$ cat config.mk
export PLATFORM = sky130hd
export DESIGN_NAME = qdc_serial_load
export DESIGN_NICKNAME = d
export VERILOG_FILES = /design/src/verilog/qdc_pkg.sv /design/src/verilog/qdc_serial_load.sv
export SDC_FILE = /design/constraint.sdc
export NUM_CORES = 1
export LEC_CHECK = 0
export ABC_CLOCK_PERIOD_IN_PS = 2400
export BUFFER_PORTS_ARGS = -buffer_cell sky130_fd_sc_hd__buf_2
export CAP_MARGIN = 20
export CORE_MARGIN = 1
export CORE_UTILIZATION = 25
export CTS_CLUSTER_SIZE = 20
export DETAILED_ROUTE_END_ITERATION = 6
export PLACE_DENSITY = 0.48
export SLEW_MARGIN = 40
export SYNTH_ARGS = -nofsm -noshare
export SYNTH_HDL_FRONTEND = slang
export SYNTH_SLANG_ARGS = --single-unit
$ cat constraint.sdc
create_clock -name clk -period 2.4 [get_ports clk]
set_clock_uncertainty 0.1 [all_clocks]
set_input_delay 0.48 -clock clk [delete_from_list [all_inputs] [get_ports clk]]
set_output_delay 0.48 -clock clk [all_outputs]
set_load 0.01 [all_outputs]
$ cat src/verilog/qdc_pkg.sv
// package: constants and types of the quad converter load control
package qdc_pkg;

  // ==========================================================
  // serial word layout
  localparam int         QDC_WORD_W    = 16;
  localparam int         QDC_DATA_W    = 12;
  localparam int         QDC_NCH       = 4;
  localparam int         QDC_CNT_W     = 5;
  localparam int         QDC_EVT_W     = 8;
  localparam logic [4:0] QDC_WORD_BITS = 5'h10;
  localparam logic [4:0] QDC_LAST_BIT  = 5'h0F;
  localparam int         QDC_LD_POS    = 14;
  localparam int         QDC_SEL_POS   = 12;
  localparam int         QDC_ALL_POS   = 11;
  localparam int         QDC_PDCH_POS  = 9;
  localparam int         QDC_TERM_POS  = 7;

  // ==========================================================
  // register map, byte addresses
  localparam logic [7:0] QDC_OFS_CTRL  = 8'h00;
  localparam logic [7:0] QDC_OFS_STAT  = 8'h04;
  localparam logic [7:0] QDC_OFS_PD    = 8'h08;
  localparam logic [3:0] QDC_OFS_CHBLK = 4'h1;
  localparam int         QDC_CTRL_EN   = 0;
  localparam int         QDC_CTRL_CLR  = 1;
  localparam logic       QDC_EN_RST    = 1'b1;
  localparam int         QDC_STAT_ACT  = 8;
  localparam int         QDC_STAT_DONE = 9;
  localparam int         QDC_STAT_WRD  = 16;
  localparam int         QDC_STAT_ABT  = 24;
  localparam int         QDC_PD_TERM   = 4;
  localparam int         QDC_CH_IN     = 16;
  localparam logic [2:0] QDC_HSIZE_W   = 3'h2;

  // ==========================================================
  // types
  typedef enum logic [2:0] {
    ST_IDLE  = 3'b001,
    ST_SHIFT = 3'b010,
    ST_DONE  = 3'b100
  } qdc_state_t;

  typedef enum logic [1:0] {
    LD_STORE  = 2'h0,
    LD_UPDATE = 2'h1,
    LD_BOTH   = 2'h2,
    LD_EXT    = 2'h3
  } qdc_load_t;

  typedef enum logic [1:0] {
    TERM_HIZ  = 2'h0,
    TERM_1K   = 2'h1,
    TERM_100K = 2'h2
  } qdc_term_t;

endpackage : qdc_pkg

$ cat src/verilog/qdc_serial_load.sv
// module: serial word receiver, command decoder and AHB-Lite registers
//
// Our own choices: the address map and the AHB-Lite register port.
`timescale 1ns/1ns
module qdc_serial_load
  import qdc_pkg::*;
(
  // clock and reset
  input  wire logic                  clk,
  input  wire logic                  rst_b,
  // ahb-lite slave
  input  wire logic                  hsel,
  input  wire logic [31:0]           haddr,
  input  wire logic [1:0]            htrans,
  input  wire logic                  hwrite,
  input  wire logic [2:0]            hsize,
  input  wire logic [31:0]           hwdata,
  input  wire logic                  hready,
  output logic      [31:0]           hrdata,
  output logic                       hreadyout,
  output logic                       hresp,
  // serial link pins
  input  wire logic                  sclk_pin,
  input  wire logic                  sync_b_pin,
  input  wire logic                  sdin_pin,
  // channel codes
  output logic      [QDC_DATA_W-1:0] dac_code_a,
  output logic      [QDC_DATA_W-1:0] dac_code_b,
  output logic      [QDC_DATA_W-1:0] dac_code_c,
  output logic      [QDC_DATA_W-1:0] dac_code_d,
  // power-down state
  output logic      [QDC_NCH-1:0]    pd_active,
  output qdc_term_t                  term_a,
  output qdc_term_t                  term_b,
  output qdc_term_t                  term_c,
  output qdc_term_t                  term_d
);

  // ==========================================================
  // helpers
  function automatic logic [QDC_NCH-1:0] chan_hit(
    input logic [1:0] s
  );
    chan_hit = 4'h1 << s;
  endfunction : chan_hit

  function automatic qdc_term_t term_map(
    input logic [1:0] t
  );
    case (t)
      2'h1:    term_map = TERM_1K;
      2'h2:    term_map = TERM_100K;
      default: term_map = TERM_HIZ;
    endcase
  endfunction : term_map

  // ==========================================================
  // pin synchronisers
  logic [2:0] sclk_s_reg;
  logic [1:0] sync_s_reg;
  logic [1:0] sdin_s_reg;
  logic       sclk_fall;
  logic       sync_hi;
  logic       sdin_s;

  always_ff @(posedge clk or negedge rst_b)
  begin
    if (!rst_b)
    begin
      // link clock idles high: no false fall after reset
      sclk_s_reg <= 3'h7;
      sync_s_reg <= 2'h3;
      sdin_s_reg <= 2'h0;
    end
    else
    begin
      sclk_s_reg <= {sclk_s_reg[1:0], sclk_pin};
      sync_s_reg <= {sync_s_reg[0], sync_b_pin};
      sdin_s_reg <= {sdin_s_reg[0], sdin_pin};
    end
  end

  assign sclk_fall = sclk_s_reg[2] & ~sclk_s_reg[1];
  assign sync_hi   = sync_s_reg[1];
  assign sdin_s    = sdin_s_reg[1];

  // ==========================================================
  // frame receiver
  qdc_state_t            state_reg;
  qdc_state_t            state_next;
  logic [QDC_CNT_W-1:0]  cnt_reg;
  logic [QDC_CNT_W-1:0]  cnt_next;
  logic [QDC_WORD_W-1:0] shift_reg;
  logic [QDC_WORD_W-1:0] shift_next;
  logic                  cmd_reg;
  logic                  cmd_next;
  logic [QDC_EVT_W-1:0]  words_reg;
  logic [QDC_EVT_W-1:0]  words_next;
  logic [QDC_EVT_W-1:0]  aborts_reg;
  logic [QDC_EVT_W-1:0]  aborts_next;
  logic                  en_reg;

  always_comb
  begin
    state_next  = state_reg;
    cnt_next    = cnt_reg;
    shift_next  = shift_reg;
    cmd_next    = 1'b0;
    words_next  = words_reg;
    aborts_next = aborts_reg;
    case (state_reg)
      ST_IDLE:
      begin
        cnt_next = '0;
        // frame opens on the low level; host gives setup to first fall
        if (!sync_hi && en_reg)
          state_next = ST_SHIFT;
      end
      ST_SHIFT:
      begin
        if (sync_hi)
        begin
          // early release: drop the partial word
          state_next  = ST_IDLE;
          cnt_next    = '0;
          aborts_next = aborts_reg + 8'h01;
        end
        else if (sclk_fall)
        begin
          shift_next = {shift_reg[QDC_WORD_W-2:0], sdin_s};
          cnt_next   = cnt_reg + 5'h01;
          if (cnt_reg == QDC_LAST_BIT)
          begin
            state_next = ST_DONE;
            cmd_next   = 1'b1;
            words_next = words_reg + 8'h01;
          end
        end
      end
      ST_DONE:
      begin
        // further clocks ignored until frame select is high again
        if (sync_hi)
        begin
          state_next = ST_IDLE;
          cnt_next   = '0;
        end
      end
      default:
      begin
        state_next = ST_IDLE;
        cnt_next   = '0;
      end
    endcase
  end

  always_ff @(posedge clk or negedge rst_b)
  begin
    if (!rst_b)
    begin
      state_reg  <= ST_IDLE;
      cnt_reg    <= '0;
      shift_reg  <= '0;
      cmd_reg    <= 1'b0;
      words_reg  <= '0;
      aborts_reg <= '0;
    end
    else
    begin
      state_reg  <= state_next;
      cnt_reg    <= cnt_next;
      shift_reg  <= shift_next;
      cmd_reg    <= cmd_next;
      words_reg  <= words_next;
      aborts_reg <= aborts_next;
    end
  end

  // ==========================================================
  // command decoder and channel registers
  logic [QDC_DATA_W-1:0] in_reg   [QDC_NCH];
  logic [QDC_DATA_W-1:0] in_next  [QDC_NCH];
  logic [QDC_DATA_W-1:0] dac_reg  [QDC_NCH];
  logic [QDC_DATA_W-1:0] dac_next [QDC_NCH];
  logic [QDC_NCH-1:0]    pd_reg;
  logic [QDC_NCH-1:0]    pd_next;
  qdc_term_t             term_reg  [QDC_NCH];
  qdc_term_t             term_next [QDC_NCH];
  qdc_load_t             ld;
  qdc_load_t             mode;
  logic [1:0]            sel;
  logic [QDC_DATA_W-1:0] data;
  logic [QDC_NCH-1:0]    hit;
  logic [QDC_NCH-1:0]    pd_hit;
  logic                  pd_cmd;
  logic                  clr_reg;

  always_comb
  begin
    ld     = qdc_load_t'(shift_reg[QDC_LD_POS +: 2]);
    sel    = shift_reg[QDC_SEL_POS +: 2];
    data   = shift_reg[QDC_DATA_W-1:0];
    pd_cmd = (ld == LD_EXT) && (sel == 2'h3);
    // all-channel forms take their function from the pick field
    mode   = (ld == LD_EXT) ? qdc_load_t'(sel) : ld;
    hit    = (ld == LD_EXT) ? 4'hF : chan_hit(sel);
    pd_hit = shift_reg[QDC_ALL_POS] ? 4'hF :
             chan_hit(shift_reg[QDC_PDCH_POS +: 2]);
    pd_next = pd_reg;
    for (int i = 0; i < QDC_NCH; i++)
    begin
      in_next[i]   = in_reg[i];
      dac_next[i]  = dac_reg[i];
      term_next[i] = term_reg[i];
      if (clr_reg)
      begin
        in_next[i]   = '0;
        dac_next[i]  = '0;
        pd_next[i]   = 1'b0;
        term_next[i] = TERM_HIZ;
      end
      else if (cmd_reg && pd_cmd)
      begin
        if (pd_hit[i])
        begin
          pd_next[i]   = 1'b1;
          term_next[i] = term_map(shift_reg[QDC_TERM_POS +: 2]);
        end
      end
      else if (cmd_reg && hit[i])
      begin
        if (mode != LD_UPDATE)
          in_next[i] = data;
        if (mode == LD_UPDATE)
          dac_next[i] = in_reg[i];
        else if (mode == LD_BOTH)
          dac_next[i] = data;
        // a fresh output code brings the channel back up
        if (mode != LD_STORE)
          pd_next[i] = 1'b0;
      end
    end
  end

  always_ff @(posedge clk or negedge rst_b)
  begin
    if (!rst_b)
    begin
      pd_reg <= '0;
      for (int i = 0; i < QDC_NCH; i++)
      begin
        in_reg[i]   <= '0;
        dac_reg[i]  <= '0;
        term_reg[i] <= TERM_HIZ;
      end
    end
    else
    begin
      pd_reg <= pd_next;
      for (int i = 0; i < QDC_NCH; i++)
      begin
        in_reg[i]   <= in_next[i];
        dac_reg[i]  <= dac_next[i];
        term_reg[i] <= term_next[i];
      end
    end
  end

  // unsigned straight binary codes
  assign dac_code_a = dac_reg[0];
  assign dac_code_b = dac_reg[1];
  assign dac_code_c = dac_reg[2];
  assign dac_code_d = dac_reg[3];
  assign pd_active  = pd_reg;
  assign term_a     = term_reg[0];
  assign term_b     = term_reg[1];
  assign term_c     = term_reg[2];
  assign term_d     = term_reg[3];

  // ==========================================================
  // ahb-lite slave, zero wait states
  logic        addr_ok;
  logic        wr_reg;
  logic        wr_next;
  logic [7:0]  wa_reg;
  logic [7:0]  wa_next;
  logic [31:0] rd_reg;
  logic [31:0] rd_next;
  logic [31:0] rd_val;
  logic        en_next;
  logic        clr_next;
  logic        rdy_reg;
  logic        resp_reg;

  always_comb
  begin
    rd_val = 32'h0;
    if (haddr[7:0] == QDC_OFS_CTRL)
      rd_val[QDC_CTRL_EN] = en_reg;
    else if (haddr[7:0] == QDC_OFS_STAT)
    begin
      rd_val[QDC_CNT_W-1:0]             = cnt_reg;
      rd_val[QDC_STAT_ACT]              = state_reg == ST_SHIFT;
      rd_val[QDC_STAT_DONE]             = state_reg == ST_DONE;
      rd_val[QDC_STAT_WRD +: QDC_EVT_W] = words_reg;
      rd_val[QDC_STAT_ABT +: QDC_EVT_W] = aborts_reg;
    end
    else if (haddr[7:0] == QDC_OFS_PD)
    begin
      rd_val[QDC_NCH-1:0] = pd_reg;
      for (int i = 0; i < QDC_NCH; i++)
        rd_val[QDC_PD_TERM + 2*i +: 2] = term_reg[i];
    end
    else if (haddr[7:4] == QDC_OFS_CHBLK)
    begin
      rd_val[QDC_DATA_W-1:0]           = dac_reg[haddr[3:2]];
      rd_val[QDC_CH_IN +: QDC_DATA_W]  = in_reg[haddr[3:2]];
    end
  end

  always_comb
  begin
    addr_ok  = hsel && htrans[1] && hready;
    wr_next  = addr_ok && hwrite && (hsize == QDC_HSIZE_W);
    wa_next  = addr_ok ? haddr[7:0] : wa_reg;
    rd_next  = (addr_ok && !hwrite) ? rd_val : rd_reg;
    en_next  = en_reg;
    clr_next = 1'b0;
    if (wr_reg && wa_reg == QDC_OFS_CTRL)
    begin
      en_next  = hwdata[QDC_CTRL_EN];
      clr_next = hwdata[QDC_CTRL_CLR];
    end
  end

  always_ff @(posedge clk or negedge rst_b)
  begin
    if (!rst_b)
    begin
      wr_reg   <= 1'b0;
      wa_reg   <= 8'h00;
      rd_reg   <= 32'h0;
      en_reg   <= QDC_EN_RST;
      clr_reg  <= 1'b0;
      rdy_reg  <= 1'b1;
      resp_reg <= 1'b0;
    end
    else
    begin
      wr_reg   <= wr_next;
      wa_reg   <= wa_next;
      rd_reg   <= rd_next;
      en_reg   <= en_next;
      clr_reg  <= clr_next;
      rdy_reg  <= 1'b1;
      resp_reg <= 1'b0;
    end
  end

  assign hrdata    = rd_reg;
  assign hreadyout = rdy_reg;
  assign hresp     = resp_reg;
endmodule : qdc_serial_load

# After elaboration in Yosys (flattened, before gate mapping)
# Index checks and enable logic that the tools add are counted.
# word_totals
ff_bits,195
latchBits,0
ramBits,0
mem_bits_ro,0
input_bits,77
output_inout_bits,94
wordCells,216
memories,0
# classes
addsub,3
mul,0
n_div,0
magnitude_cmp,1
n_eq_ne,24
n_shift,2
mux,97
bitwise,4
reduce_logical,55
# op_table
operator,n
12-bit 2-to-1 mux,39
12-bit binary-select mux with 2-bit select,2
3-bit AND reduction,13
2-bit 2-to-1 mux,15
1-bit 2-to-1 mux,23
2-bit nonzero test,11
5-bit 2-to-1 mux,4
3-bit 2-to-1 mux,6
"3-bit != test, second input constant",6
3-bit nonzero test,6
"8-bit by 1-bit adder with 8-bit output, second input constant",2
8-bit zero test,2
16-bit 2-to-1 mux,1
1-bit logical AND,13
4-bit 2-to-1 mux,3
2-bit AND reduction,6
11-bit 2-to-1 mux,1
5-bit case mux with 2 select lines,1
3-bit case mux with 3 select lines,1
"2-bit == test, second input constant",4
"8-bit by 3-bit == test with 1-bit output, second input constant",1
"8-bit by 4-bit == test with 1-bit output, second input constant",1
4-bit AND reduction,2
"1-bit by 2-bit left shift with 4-bit output, first input constant",2
other kinds (15),21

# Longest topological paths before layout
# logic_depth
depth_word,8
mapped_depth,7
mapped_depth_nobuf,6

# Worst setup path before layout
# OpenSTA, ideal clock, no wires.
# synth_path
kind,input to register
start,in haddr[2]
end,"reg rd_reg[11], in the netlist hrdata[11]"
setup_time_ps,126
t_arrival_ps,1749
required_ps,2174
setup_slack_ps,425
path_stages,6
path_buffers,2
cell_sequence,buf_2 -> buf_2 -> mux4_2 -> nand2_1 -> nor2_1 -> a221o_1
# synth_between
elab_chain_cells,8
elab_cells_between_ends,11
classes_between,2 x eq/ne; 7 x mux; 1 x bitwise; 1 x reduce/logical
# synth_lines
item,line_no,text
"start, declared",qdc_serial_load.sv:13,"input wire logic [31:0] haddr,"
2-bit inverter with 3-bit output (not written as such),qdc_serial_load.sv:316,rd_val[QDC_DATA_W-1:0] = dac_reg[haddr[3:2]];
12-bit binary-select mux with 2-bit select,qdc_serial_load.sv:316,
12-bit 2-to-1 mux (not written as such) (2 in a row),qdc_serial_load.sv:316,
12-bit 2-to-1 mux,qdc_serial_load.sv:314,else if (haddr[7:4] == QDC_OFS_CHBLK)
12-bit 2-to-1 mux,qdc_serial_load.sv:308,else if (haddr[7:0] == QDC_OFS_PD)
2-bit 2-to-1 mux,qdc_serial_load.sv:300,else if (haddr[7:0] == QDC_OFS_STAT)
11-bit 2-to-1 mux *,qdc_serial_load.sv:298,if (haddr[7:0] == QDC_OFS_CTRL)
"end signal, assigned",qdc_serial_load.sv:352,rd_reg <= rd_next;
"end, declared",qdc_serial_load.sv:287,logic [31:0] rd_reg;
# Every way passes the cells marked *; elsewhere a longest branch is shown, timed or not. The select of a mux whose other input is x is not followed.
# A chain may end at the register's enable or synchronous reset.

# Final worst setup path
# layout_path
start,reg shift_reg[13]
end,"reg dac_reg, in the netlist dac_code_b[0]"
# layout_between
elab_chain_cells,6
elab_cells_between_ends,17
classes_between,4 x eq/ne; 1 x shift; 6 x mux; 6 x reduce/logical
# layout_lines
item,line_no,text
"start, declared",qdc_serial_load.sv:93,logic [QDC_WORD_W-1:0] shift_reg;
"start signal, assigned",qdc_serial_load.sv:172,shift_reg <= shift_next;
2-bit 2-to-1 mux,qdc_serial_load.sv:205,mode = (ld == LD_EXT) ? qdc_load_t'(sel) : ld;
2-bit by 1-bit == test with 1-bit output,qdc_serial_load.sv:234,if (mode == LD_UPDATE)
12-bit 2-to-1 mux,qdc_serial_load.sv:234,
12-bit 2-to-1 mux,qdc_serial_load.sv:230,else if (cmd_reg && hit[i])
12-bit 2-to-1 mux,qdc_serial_load.sv:222,else if (cmd_reg && pd_cmd)
12-bit 2-to-1 mux,qdc_serial_load.sv:215,if (clr_reg)
"end signal, assigned by index",qdc_serial_load.sv:263,dac_reg[i] <= dac_next[i];
"end, declared",qdc_serial_load.sv:183,logic [QDC_DATA_W-1:0] dac_reg [QDC_NCH];
# Parallel ways exist; a longest one is shown, timed or not. The select of a mux whose other input is x is not followed.

==> flow_metrics.tcl <==
set metrics [dict create \
    ys_types 69 \
    post-route-min-period_ns 2.18 \
    async_flop_share_pct 100 \
    die_w_um 197 \
    status "finished, final reports clean" \
    fin_tns_setup_ns 0 \
    pwr-share-seq_pct 50.2 \
    syn_area_per_cell_um2 10.7 \
    timing.final.ws_setup_ns 0.220 \
    drt_pass1_iterations 5 \
    wire_per_inst_um 20.0 \
    via_count 7462 \
    numPlacedInstances 1502 \
    post_cts.repair.setup_buffers 0 \
    finalWirelength_um 30700 \
    sw_frac_of_total_pct 23.9 \
    required_ns 2.66 \
    grt_overflow 0 \
    power_density_mw_per_mm2 585 \
    route.detailed.drc 0 \
    setup_violations 0 \
    p_clk_share_pct 45.4 \
    largest_reg_flops 48 \
    fin_cells 1535 \
    clockBufferDepth 2 \
    relSlewSlack_pct 52.2 \
    rsz0062_at_grt "false" \
    diodes 0 \
    yosysSeqAreaShare_pct 51.4 \
    irDropWorstVdd_mv 0.491 \
    synth_area_leaders "dfrtp_1 49%, nand2_1 5.7%, mux4_2 5.7%" \
    initial_utilization_pct 25.3 \
    grt_pass1_wl_um 46800 \
    worst-setup-path-type "reg -> reg" \
    min_path_type "in -> reg" \
    critPathBufInv 1 \
    track_usage_pct 16.2 \
    end_kind "register" \
    vias_per_cell 4.86 \
    p_comb_share_pct 4.4 \
    synthCells 887 \
    cts-root-buf "clkbuf_16" \
    coreArea_mm2 0.0376 \
    crit_fanout 12 \
    hold_viol_final 0 \
    ys.flop_type "dfrtp_1" \
    slowest_delay_ns 0.53 \
    cap_violations 0 \
    timing.fmax_mhz 459 \
    p_leak_nw 5.15 \
    fill_cells 3896 \
    port_buffers 109 \
    rows 71 \
    crit_family "compound AO/OA/AOI/OAI gates" \
    crit_chain "nand2_1 > or3_4 > buf_4 > a31oi_4 > o2bb2ai_1" \
    num_io_pins 171 \
    yosysTopAreaCellShare_pct 49.4 \
    path_depth 5 \
    place_congestion 0.811 \
    report.final.slew_viol_count 0 \
    clock-sinks 195 \
    p_int_mw 5.13 \
    tightest_slew_ns 0.717 \
    final_nets 1092 \
    ant_nets 0 \
    die_h_um 197 \
    synth_top_area_cell "dfrtp_1" \
    dp_hpwl_um 21900 \
    path_clk_slew_ns 0.08 \
    grt_max_degree 71 \
    syn_to_final_growth_pct 21.1 \
    synth-edff-count 0 \
    final_util_pct 30.7 \
    r2r_cells 5 \
    drt_iter0_drc 631 \
    dieArea_mm2 0.0389 \
    fin_crit_sh_pct 90.9 \
    htreeDepth 4 \
    first_global_vias 7259 \
    clkLatencyLatePin_ns 0.44 \
    synth_area_mm2 0.00952 \
    synth.yosys.warnings 0 \
    numCtsBuffers 17 \
    cts_tree "built" \
    cp_data_arrival_time_ns 2.44 \
    crit_slowest_cell "dfrtp_1" \
    antenna_found_initial 1 \
    power.switching_mw 1.61 \
    worstHoldPathCells 1 \
    pre_cts_ws_ns 0.158 \
    drive_gt1_share_pct 27.7 \
    start_kind "register" \
    ys_ff_latch 195 \
]
through the flow:
step	power [mW]	cell area [um2]	hold WS, ns
2_1_floorplan	3.59	9530	0.0844
6_report	6.74	11500	0.0416
3_5_place_dp	3.75	10900	0.238
4_1_cts	6.83	11500	0.0233
3_3_place_gp	3.75	10900	0.237
5_1_grt	6.99	11500	0.0278
repair_timing:
action | in CTS | in global routing
hold buffers | 1 | 0
endpoints found under the hold margin | 44 | 0
resized for setup | 0 | 0
cells in the final DEF, fill, tap and decap left out, types with 6 or more instances in the layout:
cell,n
mux2_2,16
o21ai_0,53
inv_1,34
clkbuf_16,17
nand2_1,144
a21oi_1,53
xor2_1,10
mux2i_1,30
o211ai_1,15
a22oi_1,8
conb_1,6
xnor2_1,7
buf_2,108
nor2_1,26
inv_6,6
buf_4,54
o22ai_1,13
nand3_1,12
mux4_2,24
dfstp_2,7
nor2b_1,11
dfrtp_1,188
a32o_1,8
o2bb2ai_1,37
nor4_1,24
a31o_2,20
power groups by stage:
stage	combinational, mW	clock, mW	sequential, mW
2_1_floorplan	0.150	0	3.44
3_3_place_gp	0.296	0	3.45
3_5_place_dp	0.301	0	3.45
4_1_cts	0.303	3.14	3.39
5_1_grt	0.333	3.26	3.40
6_report	0.294	3.06	3.39
layout make-up:
class                           instances  area (um2)  share of cell area, %
Multi-Input combinational cell        592        4180                   36.3
Inverter                               36         135                   1.17
Tap cell                              511         639                   5.55
Clock buffer                           17         425                   3.69
Clock inverter                         15         191                   1.66
Sequential cell                       195        4890                   42.4
Timing Repair Buffer                  169        1070                   9.28
per-layer routing:
| metal | share of wire, % | global-route usage (%) | vias up |
|---|---|---|---|
| met2 | 45 | 23.8 | 181 |
| met5 | 0.042 | 0 | - |
| met1 | 50 | 24.3 | 3790 |
| li1 | - | - | 3471 |
| met3 | 4.6 | 2.83 | 18 |
| met4 | 1.2 | 3.73 | 2 |
logic make-up (layout without fill, tap and decap cells):
group / Yosys count / count (layout) / share of synthesized area (%)
other: 2 / 6 / 0.0789
DFF: 195 / 195 / 51.4
AOI/OAI and AO/OA: 247 / 247 / 18.2
adders and majority gates: 4 / 4 / 0.526
and+or+nand+nor: 248 / 248 / 12.3
buffers and inverters: 104 / 237 / 5.25
muxes: 70 / 70 / 10.7
xor gates and xnor gates: 17 / 17 / 1.56
synth_stat cells (all sizes together), types with 13 or more instances:
master / count
o21ai: 55
mux2: 16
o2bb2ai: 37
mux4: 24
nor4: 24
a21oi: 55
o211ai: 15
inv: 36
mux2i: 30
nand2: 145
clkbuf: 26
buf: 42
nor2: 26
dfrtp: 188
a31o: 20
o22ai: 13
final timing paths:
check	from	end	slack [ns]
worst min-delay path	sync_b_pin	sync_s_reg[0]$_DFF_PN1_	0.04
worst max register to register	shift_reg[13]$_DFFE_PN0P_	dac_code_b[0]$_DFFE_PN0P_	0.22
max in group asynchronous	rst_b	sclk_s_reg[0]$_DFF_PN1_	1.00
min in group asynchronous	rst_b	dac_code_c[10]$_DFFE_PN0P_	0.52
worst max-delay path	shift_reg[13]$_DFFE_PN0P_	dac_code_b[0]$_DFFE_PN0P_	0.22
worst min register to register	sclk_s_reg[0]$_DFF_PN1_	sclk_s_reg[1]$_DFF_PN1_	0.25
(Power assumes the default switching activity.)
